`config.mk`:
```
export PLATFORM = sky130hd
export DESIGN_NAME = csec_channel_status
export DESIGN_NICKNAME = d
export VERILOG_FILES = /design/src/csec_pkg.sv /design/src/csec_latch_bits.sv /design/src/csec_err_counter.sv /design/src/csec_channel_status.sv
export SDC_FILE = /design/constraint.sdc
export NUM_CORES = 1
export LEC_CHECK = 0
export CAP_MARGIN = 5
export CORE_UTILIZATION = 35
export CTS_BUF_LIST = sky130_fd_sc_hd__clkbuf_2 sky130_fd_sc_hd__clkbuf_4 sky130_fd_sc_hd__clkbuf_8
export DETAILED_ROUTE_END_ITERATION = 8
export DONT_BUFFER_PORTS = 1
export GPL_TIMING_DRIVEN = 0
export PLACE_DENSITY = 0.51
export RECOVER_POWER = 50
export SKIP_CTS_REPAIR_TIMING = 1
export SLEW_MARGIN = 20
export SYNTH_ARGS = -nofsm -noshare
export SYNTH_HDL_FRONTEND = slang
export SYNTH_SLANG_ARGS = --single-unit
```
`constraint.sdc`:
```
create_clock -name clk_sys -period 4 [get_ports clk_sys]
set_clock_uncertainty 0.2 [all_clocks]
set_input_delay 0.8 -clock clk_sys [delete_from_list [all_inputs] [get_ports clk_sys]]
set_output_delay 0.8 -clock clk_sys [all_outputs]
set_load 0.005 [all_outputs]
```
`src/csec_pkg.sv`:
```
// Constants shared by the channel status and error counter bank
package csec_pkg;

    //--------------------------------------------------------------------
    // Register offsets
    //--------------------------------------------------------------------
    localparam logic [7:0]  ADDR_CHANNEL_STATUS    = 8'h0f;
    localparam logic [7:0]  ADDR_HIGH_SIDE_ERR_CNT = 8'h10;
    localparam logic [7:0]  ADDR_LANE_ERR_CNT      = 8'h11;

    //--------------------------------------------------------------------
    // Reset values
    //--------------------------------------------------------------------
    localparam logic [15:0] RST_CHANNEL_STATUS     = 16'h0000;
    localparam logic [15:0] RST_ERR_CNT            = 16'hfffd;
    localparam logic [15:0] CNT_CLEARED            = 16'h0000;
    localparam logic [15:0] CNT_MAX                = 16'hffff;
    localparam logic [15:0] CNT_ONE                = 16'h0001;

    //--------------------------------------------------------------------
    // Status field positions
    //--------------------------------------------------------------------
    localparam int BIT_PATTERN_CHECK_OK      = 15;
    localparam int BIT_LINK_TRAINING_FAILED  = 14;
    localparam int BIT_FAST_SIDE_SIGNAL_LOST = 13;
    localparam int BIT_OFFSET_CAL_DONE       = 12;
    localparam int BIT_GAIN_LOOP_LOCKED      = 11;
    localparam int BIT_FAST_SIDE_WORD_SYNC   = 10;
    localparam int BIT_BAD_CODEWORD_FLAG     = 8;
    localparam int BIT_BITWISE_MARKER_FOUND  = 4;
    localparam int BIT_TRAINING_FRAME_LOCKED = 3;
    localparam int BIT_RECEIVER_TRAINED      = 2;
    localparam int BIT_SLOW_SIDE_PLL_LOCKED  = 1;
    localparam int BIT_FAST_SIDE_PLL_LOCKED  = 0;

    //--------------------------------------------------------------------
    // Latched flag counts and lane count
    //--------------------------------------------------------------------
    localparam int NUM_HIGH_LATCH = 4;  // training fail, LOS, decode, marker
    localparam int NUM_LOW_LATCH  = 5;  // cal, gain, sync, two PLLs
    localparam int NUM_LANES      = 4;

endpackage

```
`src/csec_latch_bits.sv`:
```
// Bank of latched-high or latched-low status flags cleared by a read
`timescale 1ns/1ps
`default_nettype none

module csec_latch_bits #(
    parameter int WIDTH       = 1,
    parameter bit LATCH_HIGH  = 1'b1
) (
    input  wire logic             clk_sys,
    input  wire logic             rst,
    input  wire logic [WIDTH-1:0] live,
    input  wire logic             readHit,
    output logic      [WIDTH-1:0] latched
);
    import csec_pkg::*;

    //--------------------------------------------------------------------
    // One flag per bit
    //--------------------------------------------------------------------
    genvar i;
    generate
        for (i = 0; i < WIDTH; i++) begin : g_flag
            // The event wins over the read so nothing is lost
            always_ff @(posedge clk_sys) begin
                if (rst) begin
                    latched[i] <= 1'b0;
                end else if (live[i] == LATCH_HIGH) begin
                    latched[i] <= LATCH_HIGH;
                end else if (readHit) begin
                    latched[i] <= live[i];
                end
            end
        end
    endgenerate

endmodule
`default_nettype wire

```
`src/csec_err_counter.sv`:
```
// Saturating 16-bit error counter cleared when read
`timescale 1ns/1ps
`default_nettype none

module csec_err_counter (
    input  wire logic        clk_sys,
    input  wire logic        rst,
    input  wire logic        errPulse,
    input  wire logic        readHit,
    output logic      [15:0] count
);
    import csec_pkg::*;

    //--------------------------------------------------------------------
    // Count, saturate, clear on read
    //--------------------------------------------------------------------
    // An error in the read cycle lands as the first count after the clear
    always_ff @(posedge clk_sys) begin
        if (rst) begin
            count <= RST_ERR_CNT;
        end else if (readHit) begin
            count <= errPulse ? CNT_ONE : CNT_CLEARED;
        end else if (errPulse && count != CNT_MAX) begin
            count <= count + CNT_ONE;
        end
    end

endmodule
`default_nettype wire

```
`src/csec_channel_status.sv`:
```
// Channel status register and the two clear-on-read error counters
//
// Functional notes
// bit 15 shows pattern checker aligned
// bit 14 latches link training failure
// bit 13 latches fast side signal loss
// bit 12 latched-low offset calibration done
// bit 11 latched-low gain loop locked
// bit 10 latched-low fast side sync
// bit 8 latches bad codeword when valid
// bit 4 latches marker found when interleaving
// bit 3 live training frame lock
// bit 2 live receiver trained
// bits 1,0 latched-low PLL locks
// fast counter counts decode, pattern, PRBS errors
// lane counter counts errors of selected lane
// counters clear to zero when read
// latched bits hold until read
// counters saturate instead of wrapping
`timescale 1ns/1ps
`default_nettype none

module csec_channel_status (
    input  wire logic        clk_sys,
    input  wire logic        rst,
    // Register read port
    input  wire logic        regRead,
    input  wire logic [7:0]  regAddr,
    output logic      [15:0] readData,
    output logic             readValid,
    // Receiver conditions
    input  wire logic        patternCheckOk,
    input  wire logic        linkTrainingFailed,
    input  wire logic        fastSideSignalLost,
    input  wire logic        offsetCalDone,
    input  wire logic        gainLoopLocked,
    input  wire logic        fastSideWordSync,
    input  wire logic        badCodewordFlag,
    input  wire logic        decoderActive,
    input  wire logic        bitwiseMarkerFound,
    input  wire logic        rxBitwiseInterleave,
    input  wire logic        trainingFrameLocked,
    input  wire logic        receiverTrained,
    input  wire logic        slowSidePllLocked,
    input  wire logic        fastSidePllLocked,
    // Error sources
    input  wire logic        testPatternMode,
    input  wire logic        prbsCheckPin,
    input  wire logic        fastDecodeErr,
    input  wire logic        fastPatternErr,
    input  wire logic        fastPrbsErr,
    input  wire logic [2:0]  laneSelectField,
    input  wire logic [3:0]  laneDecodeErr,
    input  wire logic [3:0]  lanePatternErr
);
    import csec_pkg::*;

    //--------------------------------------------------------------------
    // Lane pick, used for both lane error kinds
    //--------------------------------------------------------------------
    function automatic logic pickLane(input logic [3:0] errs,
                                      input logic [2:0] sel);
        logic hit;
        hit = 1'b0;
        if (sel < 3'(NUM_LANES)) begin
            hit = errs[sel[1:0]];
        end
        return hit;
    endfunction

    //--------------------------------------------------------------------
    // Address decode
    //--------------------------------------------------------------------
    logic        stReadHit;
    logic        fastReadHit;
    logic        laneReadHit;

    // Decoding is one level of compare, kept combinational for same-edge clear
    assign stReadHit   = regRead && regAddr == ADDR_CHANNEL_STATUS;
    assign fastReadHit = regRead && regAddr == ADDR_HIGH_SIDE_ERR_CNT;
    assign laneReadHit = regRead && regAddr == ADDR_LANE_ERR_CNT;

    //--------------------------------------------------------------------
    // Latched flags
    //--------------------------------------------------------------------
    logic [NUM_HIGH_LATCH-1:0] highLive;
    logic [NUM_HIGH_LATCH-1:0] highLatched;
    logic [NUM_LOW_LATCH-1:0]  lowLive;
    logic [NUM_LOW_LATCH-1:0]  lowLatched;

    // Qualify events that only mean something in certain modes
    assign highLive = {linkTrainingFailed,
                       fastSideSignalLost,
                       badCodewordFlag && decoderActive,
                       bitwiseMarkerFound && rxBitwiseInterleave};
    assign lowLive  = {offsetCalDone,
                       gainLoopLocked,
                       fastSideWordSync,
                       slowSidePllLocked,
                       fastSidePllLocked};

    csec_latch_bits #(
        .WIDTH      (NUM_HIGH_LATCH),
        .LATCH_HIGH (1'b1)
    ) u_high (
        .clk_sys (clk_sys),
        .rst     (rst),
        .live    (highLive),
        .readHit (stReadHit),
        .latched (highLatched)
    );

    csec_latch_bits #(
        .WIDTH      (NUM_LOW_LATCH),
        .LATCH_HIGH (1'b0)
    ) u_low (
        .clk_sys (clk_sys),
        .rst     (rst),
        .live    (lowLive),
        .readHit (stReadHit),
        .latched (lowLatched)
    );

    //--------------------------------------------------------------------
    // Status word assembly
    //--------------------------------------------------------------------
    logic [15:0] statusVal;

    // Reserved bits read as zero
    always_comb begin
        statusVal = RST_CHANNEL_STATUS;
        statusVal[BIT_PATTERN_CHECK_OK]      = patternCheckOk;
        statusVal[BIT_LINK_TRAINING_FAILED]  = highLatched[3];
        statusVal[BIT_FAST_SIDE_SIGNAL_LOST] = highLatched[2];
        statusVal[BIT_BAD_CODEWORD_FLAG]     = highLatched[1];
        statusVal[BIT_BITWISE_MARKER_FOUND]  = highLatched[0];
        statusVal[BIT_OFFSET_CAL_DONE]       = lowLatched[4];
        statusVal[BIT_GAIN_LOOP_LOCKED]      = lowLatched[3];
        statusVal[BIT_FAST_SIDE_WORD_SYNC]   = lowLatched[2];
        statusVal[BIT_TRAINING_FRAME_LOCKED] = trainingFrameLocked;
        statusVal[BIT_RECEIVER_TRAINED]      = receiverTrained;
        statusVal[BIT_SLOW_SIDE_PLL_LOCKED]  = lowLatched[1];
        statusVal[BIT_FAST_SIDE_PLL_LOCKED]  = lowLatched[0];
    end

    //--------------------------------------------------------------------
    // Error counters
    //--------------------------------------------------------------------
    logic        fastErr;
    logic        laneErr;
    logic [15:0] fastCount;
    logic [15:0] laneCount;

    // PRBS pin overrides the mode; test mode swaps decode for pattern errors
    assign fastErr = prbsCheckPin    ? fastPrbsErr :
                     testPatternMode ? fastPatternErr : fastDecodeErr;
    assign laneErr = testPatternMode
                   ? pickLane(lanePatternErr, laneSelectField)
                   : pickLane(laneDecodeErr, laneSelectField);

    csec_err_counter u_fast (
        .clk_sys  (clk_sys),
        .rst      (rst),
        .errPulse (fastErr),
        .readHit  (fastReadHit),
        .count    (fastCount)
    );

    csec_err_counter u_lane (
        .clk_sys  (clk_sys),
        .rst      (rst),
        .errPulse (laneErr),
        .readHit  (laneReadHit),
        .count    (laneCount)
    );

    //--------------------------------------------------------------------
    // Read data capture
    //--------------------------------------------------------------------
    // Snapshot is taken on the same edge the clear happens, so no count is lost
    always_ff @(posedge clk_sys) begin
        if (rst) begin
            readData <= CNT_CLEARED;
        end else if (regRead) begin
            if (stReadHit) begin
                readData <= statusVal;
            end else if (fastReadHit) begin
                readData <= fastCount;
            end else if (laneReadHit) begin
                readData <= laneCount;
            end else begin
                readData <= CNT_CLEARED;                       // Unmapped
            end
        end
    end

    // One-cycle mark that readData is fresh
    always_ff @(posedge clk_sys) begin
        if (rst) begin
            readValid <= 1'b0;
        end else begin
            readValid <= regRead;
        end
    end
endmodule
`default_nettype wire

```
# Word-level counts from Yosys, hierarchy flattened
# Index checks and enable logic that the tools add are counted.
# word_totals
register_bits,58
# op_classes
n_addsub,2
magnitude_cmp,2
n_eq_ne,5
muxes,23
bitwise,5
reduce_logical,18
# op_table
op,count
$mux 16,7
$add 16x1->16 const B,2
$ne 16x16->1 const B,2
$eq 8x5->1 const B,2
$mux 1,14
$reduce_bool 2->1,6
$reduce_or 2->1,5
$eq 8x4->1 const B,1
$logic_and 1x1->1,7
$not 1->1,5
$bmux 1 s2,2
$lt 2x3->1 const B,1
$lt 3x3->1 const B,1

# Longest topological paths before layout
# Gate-level depths: netlist of run 1.
# depth
ltp_word,7
depth_mapped,7
mapped_depth_nobuf,6

# Hierarchy
# A second synthesis of run 1 with hierarchy kept.
# hier_totals
hier_cells,357
hier_area_um2,3179.3
# modules_own_cells
module,n_inst,cells_per_inst,area_each_um2,seq_area_each_um2
csec_err_counter,2,111,912.1,320.3
csec_channel_status,1,104,1058.5,340.3
csec_latch_bits (u_low),1,15,156.4,100.1
csec_latch_bits (u_high),1,16,140.1,80.1

# Worst setup path after synthesis of run 1
# OpenSTA, ideal clock, no wires.
# synth_timing
kind,input -> register
startpoint,in laneSelectField[1]
endpoint,reg u_lane.count[3]
setup_time_ns,0.062
arrival_time_ns,2.149
t_required_ns,3.738
slack_ns,1.589
path_stages,6
path_cell_list,mux4_2 -> a2bb2oi_4 -> o211ai_4 -> buf_6 -> or4_1 -> nand3_1
# synth_via
elab_chain_len,6
word_cells_on_any_way,10
# synth_lines
item,line_no,rtl
from (decl),csec_channel_status.sv:52,"input wire logic [2:0] laneSelectField,"
$bmux 1 s2,csec_channel_status.sv:66,hit = errs[sel[1:0]];
$mux 1 (implied by the code),csec_channel_status.sv:66,
$mux 1,csec_channel_status.sv:65,if (sel < 3'(NUM_LANES)) begin
$mux 1 (*),csec_channel_status.sv:158,"? pickLane(lanePatternErr, laneSelectField)"
$logic_and 1x1->1 (*),csec_err_counter.sv:23,end else if (errPulse && count != CNT_MAX) begin
$reduce_bool 2->1 (no source line) (*),-,
to (signal assigned),csec_err_counter.sv:22,count <= errPulse ? CNT_ONE : CNT_CLEARED;
to (signal assigned),csec_err_counter.sv:24,count <= count + CNT_ONE;
to (decl),csec_err_counter.sv:10,output logic [15:0] count
# Every way passes the cells marked *; elsewhere a longest branch is shown, timed or not. The select of a mux whose other input is x is not followed.
# A chain may end at the register's enable or synchronous reset.

# Final worst setup path of run 1
# layout_timing
startpoint,in regAddr[5]
endpoint,reg u_low.latched[3]
# layout_via
elab_chain_len,2
# layout_lines
item,line_no,rtl
from (decl),csec_channel_status.sv:28,"input wire logic [7:0] regAddr,"
$eq 8x4->1,csec_channel_status.sv:79,assign stReadHit = regRead && regAddr == ADDR_CHANNEL_STATUS;
$logic_and 1x1->1,csec_channel_status.sv:79,
"to (signal, indexed assignment)",csec_latch_bits.sv:30,latched[i] <= live[i];
to (decl),csec_latch_bits.sv:13,output logic [WIDTH-1:0] latched
# No other way between the ends.

==> results of run 1 <==
## final timing paths
path                        start          endpoint  slack, ps  cells after the start
setup / recovery       regAddr[5]  u_low.latched[3]       1150                      6
hold / removal        readData[5]       readData[5]        290                      2
setup reg to reg  u_lane.count[1]   u_lane.count[5]       1490                      7
hold reg to reg       readData[5]       readData[5]        290                      2
## per-stage QoR
stage / instances / worst slack (ps) / area (um^2) / hold WS (ps)
global route: 453 / 869.0 / 3328 / 327.0
finish: 453 / 1151 / 3328 / 287.5
global placement: 437 / 1185 / 3118 / 271.0
CTS: 453 / 1465 / 3354 / 292.1
floorplan: 332 / 1589 / 2987 / 251.4
detailed placement: 437 / 1121 / 3118 / 280.3
## per-layer routing
metal	share of wire [%]	global-route usage, %
met1	46	24.36
met2	49	32.43
met3	3.6	4.670
met4	1.6	7.436
met5	0	0
## cell usage in the layout (no fill, tap or decap), types with 2 or more instances in the layout
cell       netlist  final
inv_1            5      5
xor2_1           5      5
a211o_1          3      3
and4_1           5      5
a31oi_1          8      8
nor2_1          16     16
nor2b_1         12     12
nand4_1          6      6
dfxtp_1         58     58
nor3b_1          6      6
and3_1           3      3
o2111ai_1        4      4
clkinv_2         0      3
bufinv_16        0      3
xnor2_1         12     12
nor4b_1          2      3
clkbuf_8         0      9
a211oi_1         4      4
a22oi_1         18     18
a2111oi_1        2      2
and2b_1          2      2
nor3_1           8      8
nand2_1         13     13
o311ai_0         2      2
o311a_1          3      3
ha_1             2      2
o21bai_1        17     17
mux2i_1          4      4
or4_1            4      4
a21oi_1         33     33
o211ai_1         3      3
clkbuf_1        13     16
nand3_1         26     26
nor4_1           3      3
buf_2            5      3
nand2b_1         5      5
or3_1            2      3
## state kept, by name, indices dropped and copies added, names as in the netlist
signal          flops
readData           16
u_fast.count       16
u_lane.count       16
u_low.latched       5
u_high.latched      4
readValid           1
## logic make-up (layout without fill, tap and decap cells)
logic type	Yosys count	in the layout	share of synthesized area (%)
buf+inv	25	41	3.729
compound gates	105	105	25.39
flops	58	58	38.88
xor+xnor	17	17	4.985
simple gates	119	119	23.71
fa+ha+maj	2	2	0.8377
mux	6	6	2.472
## layout make-up
class                           count  area [um^2]  share of cell area (%)
Multi-Input combinational cell    249         1694                   50.90
Sequential cell                    58         1161                   34.89
Clock buffer                       10        131.4                   3.947
Tap cell                          105        131.4                   3.947
Clock inverter                      6        105.1                   3.158
Buffer                             20        86.33                   2.594
Inverter                            5        18.77                  0.5639
## worst reg2reg max path: cells and delay by family, from the launching register on
family,cells,cell delay [ps]
buf+inv,1,180
compound gates,1,250
flops,1,450
fa+ha+maj,1,210
simple gates,4,1090
## power by group through the flow
stage / logic, uW / registers, uW / clock network (uW)
2_1_floorplan: 278 / 673 / 0
3_3_place_gp: 332 / 694 / 0
3_5_place_dp: 337 / 695 / 0
4_1_cts: 339 / 681 / 670
5_1_grt: 376 / 689 / 700
6_report: 337 / 683 / 662
==> results by group, run 1 <==
Floorplanning
  – IO Count: 58
  – Starting Density: between 30% and 40%
  – DIE HEIGHT: between 90 and 100 um
  – Die Area: a little under 9000 um^2
  – Die width: 94.38 um
  – Core area: between 8000 and 9000 um^2
  – Core Rows: 33

Drt
  – Vias per cell: 5.755
  – DRC viols: 0
  – DRT iter0 DRCs: between 100 and 150
  – Routed WL: 8.284 mm
  – DRT antenna net count: 0
  – WL/cell: approximately 18 um
  – Via count: approximately 2600
  – 1st-pass router iterations: 4

Setup path
  – Worst-path maximum fanout: 10
  – Critical path's slowest cell: nor4b_1
  – CP delay by family, top: simple AND/OR/NAND/NOR gates
  – Worst path max stage delay: 680 ps
  – CP endpoint kind: flop
  – Crit path DAT: 2920 ps
  – Cell Chain, Critical Path: nor4b_1, nand2_1, nor4b_4, clkbuf_1, nor2_1, nor3b_1
  – Startpoint types: input pin
  – CP Data Required Time: about 4100 ps
  – WS Path Type: input pin to flop
  – Critical path buffers and inverters: 1

Final layout
  – Fillers: around 840
  – Post-layout util: around two fifths
  – ANT cells: 0
  – Area Growth Syn to Fin: 11.44%
  – Fin nets: ~390
  – Share of layout cells above drive strength 1: 7.471%

Synthesis
  – Syn avg cell area: roughly 9 um^2
  – Area leader, netlist: dfxtp_1
  – Synth Net Count: around 380
  – Post-synth EDFFs: 0
  – Synth area leaders: dfxtp_1 (39%), a21oi_1 (5.5%), a22oi_1 (4.5%), nand3_1 (4.4%), o21bai_1 (4.3%)
  – Synth top area share: approximately two fifths
  – Unique masters post-synth: slightly above 50
  – Cell area after synthesis: around 3000 um^2
  – #FFs+latches synth: 58
  – Total number of yosys warnings: 0
  – Most numerous cell in the Yosys netlist: dfxtp_1
  – Commonest cells post-synth: dfxtp_1 (58), a21oi_1 (33), nand3_1 (26), a22oi_1 (18), o21bai_1 (17)
  – Seq/Total Area, Yosys: about two fifths
  – FFs w/ async S/R, synth: 0%
  – Dominant synthesized flop cell: dfxtp_1
  – Cell count after synthesis: about 330

Timing
  – Max-slew violation count: 0
  – Fin crit share: between 70% and 80%
  – Hold Fails Final Rpt: 0
  – Final setup viols: 0
  – Worst-margin pin slew: a little under 800 ps
  – Slew HR: a little under half
  – Max Fclk: approximately 350 MHz
  – Minimum clock period: between 2000 and 3000 ps
  – Setup TNS Final: 0 ps
  – RSZ-0062 raised after global routing: false

GRT
  – Grt total ovfl: 0
  – First-pass GRT wire length: 12.94 mm
  – Initial antenna violation count: 0
  – Total GRT Usage: about 20%
  – Largest net degree at the start of global routing: 11
  – Vias in the first global route: between 2000 and 2500

Placement
  – Post-DP HPWL: ~6 mm
  – I/O Buffers: 0
  – GP Congestion: 0.7745

Power and ir drop
  – Switching Share: between 20% and 30%
  – Worst VDD drop: 190.4 uV
  – Pwr/cell area: 505.2 nW/um^2
  – Part of the power in registers: 40.6%
  – Power share of the combinational group: 20.0%
  – Final Power: ~1700 uW
  – LEAKAGE: roughly 0.0013 uW
  – Clk pwr share: approximately two fifths
  – Power Internal: approximately 1200 uW
  – NetSw: 499.4 uW

Clock network
  – H-Tree Depth: 3
  – Clock tree buffer depth: 2
  – Clk_lat worst skew: roughly 350 ps
  – Number of buffers created by CTS: 9
  – CTS tree: yes
  – Clock transition at the registers of the reported paths: approximately 70 ps
  – Clock sink count: 58
  – CTS root buf: clkbuf_8

Flow run
  – Max_cap viols: 0

Status
  – Status: finished, final reports clean

Hold path
  – Hold crit path type: flop to flop
Note: power is estimated with default switching activity, not from simulation.
==> run 2: changes to the inputs <==
- ABC_AREA: not set -> 1
- PLACE_DENSITY: 0.51 -> 0.53
- clock period: 4 -> 2.5 ns (I/O delays scaled with it)
==> run 2 against run 1 <==
Synthesized cell count rose by 45%; via count is 21% higher; clock power is 51% higher; critical endpoint is now readData[4]; first-iteration DRC count grew 42%; the flow now finishes with violations (design-rule violations); utilization up 0.16 points; routed wire length grew 11%.
==> results by group, run 2 <==
Synthesis
  – Syn avg cell area: 6.741 um^2 (was 8.996 um^2)
  – Post-synth EDFFs: 0 (unchanged)
  – Synth Net Count: 525 (was 375)
  – Unique masters post-synth: 31 (was 51)
  – #FFs+latches synth: 58 (unchanged)
  – Synth top area share: 35.73% (was 38.88%)
  – Commonest cells post-synth: nand2_1 (133), nand3_1 (70), dfxtp_1 (58), inv_1 (47), nor2_1 (38) (was dfxtp_1 (58), a21oi_1 (33), nand3_1 (26), a22oi_1 (18), o21bai_1 (17))
  – Dominant synthesized flop cell: dfxtp_1 (unchanged)
  – Seq/Total Area, Yosys: 35.73% (was 38.88%)
  – Total number of yosys warnings: 0 (unchanged)
  – Cell area after synthesis: 3249 um^2 (was 2987 um^2)
  – Most numerous cell in the Yosys netlist: nand2_1 (was dfxtp_1)
  – Synth area leaders: dfxtp_1 (36%), nand2_1 (15%), nand3_1 (11%), inv_1 (5.4%), nand4_1 (4.4%) (was dfxtp_1 (39%), a21oi_1 (5.5%), a22oi_1 (4.5%), nand3_1 (4.4%), o21bai_1 (4.3%))
  – FFs w/ async S/R, synth: 0% (unchanged)
  – Cell count after synthesis: 482 (was 332)
  – Area leader, netlist: dfxtp_1 (unchanged)

Clock network
  – Clk_lat worst skew: 350 ps (about the same)
  – H-Tree Depth: 3 (unchanged)
  – Clock transition at the registers of the reported paths: 80 ps (was 70 ps)
  – CTS tree: yes (unchanged)
  – Clock tree buffer depth: 2 (unchanged)
  – Clock sink count: 58 (unchanged)
  – CTS root buf: clkbuf_8 (unchanged)
  – Number of buffers created by CTS: 9 (unchanged)

Final layout
  – Area Growth Syn to Fin: 10.74% (was 11.44%)
  – ANT cells: 0 (unchanged)
  – Regs by FF count: readData: 16 flops, u_fast.count: 16 flops, u_lane.count: 16 flops (unchanged)
  – Finished Layout Cells: 606 (was 453)
  – Fin nets: 536 (was 386)
  – Fillers: 984 (was 842)
  – Most frequent cells in the layout: nand2_1 (133), nand3_1 (70), dfxtp_1 (58) (was dfxtp_1 (58), a21oi_1 (33), nand3_1 (26))
  – Most common cell after layout, fill and taps aside: nand2_1 (was dfxtp_1)
  – Share of layout cells above drive strength 1: 8.032% (was 7.471%)

Floorplanning
  – IO Count: 58 (unchanged)
  – Core Rows: 34 (was 33)
  – Die width: 98.36 um (was 94.38 um)
  – DIE HEIGHT: 98.36 um (was 94.38 um)
  – Core area: 8848 um^2 (was 8217 um^2)
  – Die Area: 9674 um^2 (was 8907 um^2)
  – Starting Density: 36.72% (was 36.35%)

Setup path
  – Startpoint types: input pin (unchanged)
  – WS Path Type: input pin to flop (unchanged)
  – CP endpoint kind: flop (unchanged)
  – Worst reg-to-reg path cell count: 10 (was 7)
  – Reg2Reg Setup Slack: 320 ps (was 1490 ps)
  – Crit path DAT: 2260 ps (was 2920 ps)
  – Critical R2R Launch: u_lane.count[0] (was u_lane.count[1])
  – CP Data Required Time: 2570 ps (was 4070 ps)
  – Worst-path maximum fanout: 10 (unchanged)
  – End of the worst register-to-register path: u_lane.count[11] (was u_lane.count[5])

Status
  – Violated checks: design-rule violations
  – Status: complete, but fails checks (was finished, final reports clean)

Timing
  – RSZ-0062 raised after global routing: false (unchanged)
  – Hold Fails Final Rpt: 0 (unchanged)
  – Max Fclk: approximately 460 MHz
  – Minimum clock period: between 2000 and 2500 ps
  – Worst-margin pin slew: 634.4 ps (was 772.2 ps)
  – Setup TNS Final: 0 ps (unchanged)
  – Max-slew violation count: 0 (unchanged)
  – Final setup viols: 0 (unchanged)
  – Fin crit share: between 80% and 90%
  – Slew HR: 57.47% (was 47.79%)

GRT
  – Vias in the first global route: 2870 (was 2432)
  – Initial antenna violation count: 0 (unchanged)
  – Total GRT Usage: 19.78% (was 19.52%)
  – Largest net degree at the start of global routing: 13 (was 11)
  – First-pass GRT wire length: 14.67 mm (was 12.94 mm)
  – Grt total ovfl: 0 (unchanged)

Power and ir drop
  – LEAKAGE: 0.001641 uW (was 0.001289 uW)
  – Switching Share: 31.90% (was 29.70%)
  – Power share of the combinational group: 18.0% (was 20.0%)
  – Worst VDD drop: 296.2 uV (was 190.4 uV)
  – Pwr/cell area: 708.0 nW/um^2 (was 505.2 nW/um^2)
  – Part of the power in registers: 42.8% (was 40.6%)
  – NetSw: 812.7 uW (was 499.4 uW)
  – Clk pwr share: 39.2% (was 39.4%)
  – Power Internal: 1735 uW (was 1182 uW)

Drt
  – DRT iter0 DRCs: 182 (was 128)
  – WL/cell: 15.15 um (was 18.29 um)
  – DRT antenna net count: 0 (unchanged)
  – DRC viols: 6 (was 0)
  – Routed WL: 9.183 mm (was 8.284 mm)
  – Via count: 3166 (was 2607)
  – Vias per cell: 5.224 (was 5.755)
  – 1st-pass router iterations: 7 (was 4)

Placement
  – Post-DP HPWL: 6.884 mm (was 6.110 mm)
  – Dpl cells: 590 (was 437)
  – GP Congestion: 0.9065 (was 0.7745)
  – I/O Buffers: 0 (unchanged)

Hold path
  – Endpoint, Worst Hold: u_high.latched[2] (was readData[5])
  – Hold depth: 2 (unchanged)
  – Hold Path Origin: fastSideSignalLost (was readData[5])
  – Hold crit path type: input pin to flop (was flop to flop)

Flow run
  – Max_cap viols: 0 (unchanged)
[run 2: changes by cell type after synthesis, sizes merged, moves of 6 or more]
cell,delta
nor2b,-12
inv,+47
o21bai,-16
a22oi,-18
o21ai,+19
a21oi,-22
nand4,+17
nor3b,-6
a41oi,+7
nor2,+27
nand2,+123
nand3,+44
[run 2: worst max-delay path by stage]
stage	endpoint	depth (start not counted)	start	slack, ps
5_1_grt	u_lane.count[11]	10	u_lane.count[0]	9
3_3_place_gp	u_fast.count[12]	8	testPatternMode	170
6_report	readData[4]	8	regRead	310
3_5_place_dp	u_fast.count[12]	8	testPatternMode	200
2_1_floorplan	u_fast.count[12]	9	regRead	670
4_1_cts	u_lane.count[9]	10	u_lane.count[0]	300
[run 2: worst max-delay path: stages]
cell,delay (ps)
buf_4,140
inv_1,160
nor2_1,120
nand2_1,110
nor3_2,500
clkbuf_1,370
nand2_1,150
a41oi_1,210
[run 2: final cells by class]
cell class | instances | area, um^2 | share of cell area, %
flip-flops and latches | 58 | 1161 | 32.27
multi-input cells | 355 | 1792 | 49.79
well taps | 108 | 135.1 | 3.755
plain buffers | 17 | 90.09 | 2.503
clock buffers | 9 | 123.9 | 3.442
clock inverters | 7 | 101.3 | 2.816
inverters | 52 | 195.2 | 5.424
[run 2: kinds of logic (layout without fill, tap and decap cells)]
family / count (synthesis) / count (layout) / synth area share, %
adders and majority gates: 2 / 2 / 0.7700
and+or+nand+nor: 283 / 283 / 39.97
AOI/OAI and AO/OA: 53 / 53 / 10.01
buffers and inverters: 69 / 85 / 8.933
xor gates and xnor gates: 17 / 17 / 4.582
DFF: 58 / 58 / 35.73
[run 2: per-stage QoR]
step | worst slack (ps) | instance area (um^2) | power, uW | hold WS (ps) | util (%)
global route | 9.432 | 3598 | 2689 | 51.74 | 40.67
finish | 310.5 | 3598 | 2548 | 64.40 | 40.67
detailed placement | 201.5 | 3385 | 1567 | 245.4 | 38.25
global placement | 174.9 | 3385 | 1561 | 242.8 | 38.25
floorplan | 666.0 | 3249 | 1452 | 226.4 | -
CTS | 298.3 | 3610 | 2574 | 53.52 | 40.79
[run 2: power by group through the flow]
| stage | Clock [uW] | Combinational, uW | Sequential (uW) |
|---|---|---|---|
| floorplan | 0 | 375 | 1080 |
| global placement | 0 | 451 | 1110 |
| detailed placement | 0 | 457 | 1110 |
| CTS | 1020 | 461 | 1090 |
| global route | 1060 | 525 | 1100 |
| finish | 999 | 459 | 1090 |
[run 2: layer usage]
metal  part of all wire (%)  global-route usage, %  wire [um]
met5                      0                      0          0
met4                    1.2                  5.741        106
met3                    5.6                  5.798        515
met2                     45                  29.79       4122
met1                     48                  27.32       4439
==> run 3: changes to the inputs <==
- CORE_ASPECT_RATIO: not set -> 1.4
- PLACE_DENSITY: 0.53 -> 0.51
- clock period: 2.5 -> 2.2 ns (I/O delays scaled with it)
==> run 3 against run 2 <==
The run now ends clean; total power increased by 6.6%; register-to-register slack got worse by 190 ps; global-route usage up 0.48 points; worst setup slack worse by 180 ps; routed wire length increased by 3.2%; via count increased by 1.0%; critical endpoint is now u_fast.count[13]; highest routed layer unchanged.
==> results by group, run 3 (synthesis gave the netlist of run 2 again) <==
Status
  – Status: finished, final reports clean (was complete, but fails checks)

Setup path
  – Reg2Reg Setup Slack: 130 ps (was 320 ps)
  – Worst reg-to-reg path cell count: 10 (unchanged)
  – Worst-path maximum fanout: 10 (unchanged)
  – Critical path launch point: u_fast.count[1] (was regRead)
  – Startpoint types: flop (was input pin)
  – WS Path Type: flop to flop (was input pin to flop)
  – CP endpoint kind: flop (unchanged)
  – Critical R2R Launch: u_fast.count[1] (was u_lane.count[0])
  – Critical Path End: u_fast.count[13] (was readData[4])
  – End of the worst register-to-register path: u_fast.count[13] (was u_lane.count[11])
  – Crit path DAT: 2140 ps (was 2260 ps)
  – CP Data Required Time: 2270 ps (was 2570 ps)

Clock network
  – CTS tree: yes (unchanged)
  – H-Tree Depth: 3 (unchanged)
  – Clock transition at the registers of the reported paths: 70 ps (was 80 ps)
  – CTS root buf: clkbuf_8 (unchanged)
  – Clock sink count: 58 (unchanged)
  – Number of buffers created by CTS: 9 (unchanged)
  – Clock tree buffer depth: 2 (unchanged)
  – Clk_lat worst skew: 330 ps (was 350 ps)

Final layout
  – Fin nets: 536 (unchanged)
  – Multi-input gate area: 1814 um^2 (was 1792 um^2)
  – Sequential cell area: 1162 um^2 (was 1161 um^2)
  – Most common cell after layout, fill and taps aside: nand2_1 (unchanged)
  – Fillers: 1000 (was 984)
  – ANT cells: 0 (unchanged)
  – Most frequent cells in the layout: nand2_1 (132), nand3_1 (69), dfxtp_1 (57) (was nand2_1 (133), nand3_1 (70), dfxtp_1 (58))
  – Share of layout cells above drive strength 1: 8.853% (was 8.032%)
  – Area Growth Syn to Fin: 10.28% (was 10.74%)
  – Final Instance Area: 3583 um^2 (was 3598 um^2)
  – Regs by FF count: readData: 16 flops, u_fast.count: 16 flops, u_lane.count: 16 flops (unchanged)

Timing
  – Hold Fails Final Rpt: 0 (unchanged)
  – Max-slew violation count: 0 (unchanged)
  – Worst-margin pin slew: 686.5 ps (was 634.4 ps)
  – Final setup viols: 0 (unchanged)
  – RSZ-0062 raised after global routing: false (unchanged)
  – Minimum clock period: 2073 ps
  – Slew HR: 53.98% (was 57.47%)
  – Worst hold margin: 20.19 ps (was 64.40 ps)
  – Setup TNS Final: 0 ps (unchanged)
  – Setup WS post-layout: 126.9 ps (was 310.5 ps)
  – Fin crit share: between 90% and 100%
  – Max Fclk: 482.4 MHz

Floorplanning
  – DIE HEIGHT: 116.0 um (was 98.36 um)
  – Die Area: 9679 um^2 (was 9674 um^2)
  – Core Rows: 41 (was 34)
  – Die width: 83.44 um (was 98.36 um)
  – Starting Density: 35.99% (was 36.72%)
  – IO Count: 58 (unchanged)
  – Core area: 9029 um^2 (was 8848 um^2)

GRT
  – Vias in the first global route: 3006 (was 2870)
  – Largest net degree at the start of global routing: 11 (was 13)
  – Grt total ovfl: 0 (unchanged)
  – Initial antenna violation count: 0 (unchanged)
  – First-pass GRT wire length: 15.13 mm (was 14.67 mm)
  – Total GRT Usage: 20.26% (was 19.78%)

Power and ir drop
  – Worst VDD drop: 448.9 uV (was 296.2 uV)
  – LEAKAGE: 0.001642 uW (was 0.001641 uW)
  – Pwr/cell area: 758.2 nW/um^2 (was 708.0 nW/um^2)

Drt
  – DRT iter0 DRCs: 130 (was 182)
  – Routed WL: 9.475 mm (was 9.183 mm)
  – Via count: 3199 (was 3166)
  – Vias per cell: 5.296 (was 5.224)
  – DRC viols: 0 (was 6)
  – 1st-pass router iterations: 5 (was 7)
  – WL/cell: 15.69 um (was 15.15 um)
  – DRT antenna net count: 0 (unchanged)

Placement
  – Dpl cell area: 3383 um^2 (was 3385 um^2)
  – GP Congestion: 0.9118 (was 0.9065)
  – Post-DP HPWL: 7.199 mm (was 6.884 mm)
  – Dpl ws: -41.04 ps (was 201.5 ps)
  – I/O Buffers: 0 (unchanged)

Flow run
  – Max_cap viols: 0 (unchanged)

Hold path
  – Hold crit path type: input pin to flop (unchanged)
==> run 3: changes by cell type in the layout (fill, tap and decap cells not counted), moves of 2 or more <==
cell,change
nor2_4,+2
inv_6,-2
clkbuf_1,-2
nor2_2,-2
clkinv_2,+4
clkinvlp_4,-2
==> run 3: critical path, stage by stage, from the launching register on <==
cell and delay [ps]:
dfxtp_1 380, ha_1 180, nand2_1 150, nor2_4 180, nand2_2 80, o21ai_2 180, inv_2 130, nor2_4 190
buf_6 180, nand2_1 60, nand3_1 90
==> run 3: worst min path at each step <==
stage	cells past startpoint	endpoint	slack [ps]	startpoint
after floorplan	2	u_low.latched[0]	230	u_low.latched[0]
after global placement	2	u_low.latched[4]	240	u_low.latched[4]
after detailed placement	2	u_low.latched[4]	240	u_low.latched[4]
after CTS	2	u_low.latched[3]	2	gainLoopLocked
after global routing	2	u_low.latched[3]	4	gainLoopLocked
final	2	u_low.latched[0]	20	fastSidePllLocked
==> run 3: area by class of cell <==
cell class	instances	share of cell area [%]
multi-input cells	355	50.63
flip-flops and latches	58	32.44
inverters	52	5.447
well taps	107	3.736
clock buffers	9	3.457
plain buffers	17	2.654
clock inverters	6	1.641
==> run 3: where the power goes <==
part | total [uW] | internal, uW | switching [uW]
Clock | 946 | 510 | 436
Combinational | 531 | 197 | 334
Sequential | 1240 | 1130 | 108
Total | 2720 | 1840 | 878
==> run 3: layer usage <==
layer,vias to the layer above,share of wire (%),GRT usage (%)
met5,-,0,0
met4,0,3.0,11.30
met3,17,3.0,4.915
met2,54,52,35.68
met1,1501,42,22.56
li1,1627,-,-
==> run 3: per-stage QoR <==
step	power (uW)	util (%)	std cells
6_report	2717	39.69	604
5_1_grt	2885	39.69	604
4_1_cts	2736	39.50	604
3_5_place_dp	1780	37.47	589
3_3_place_gp	1774	37.47	589
2_1_floorplan	1650	-	482
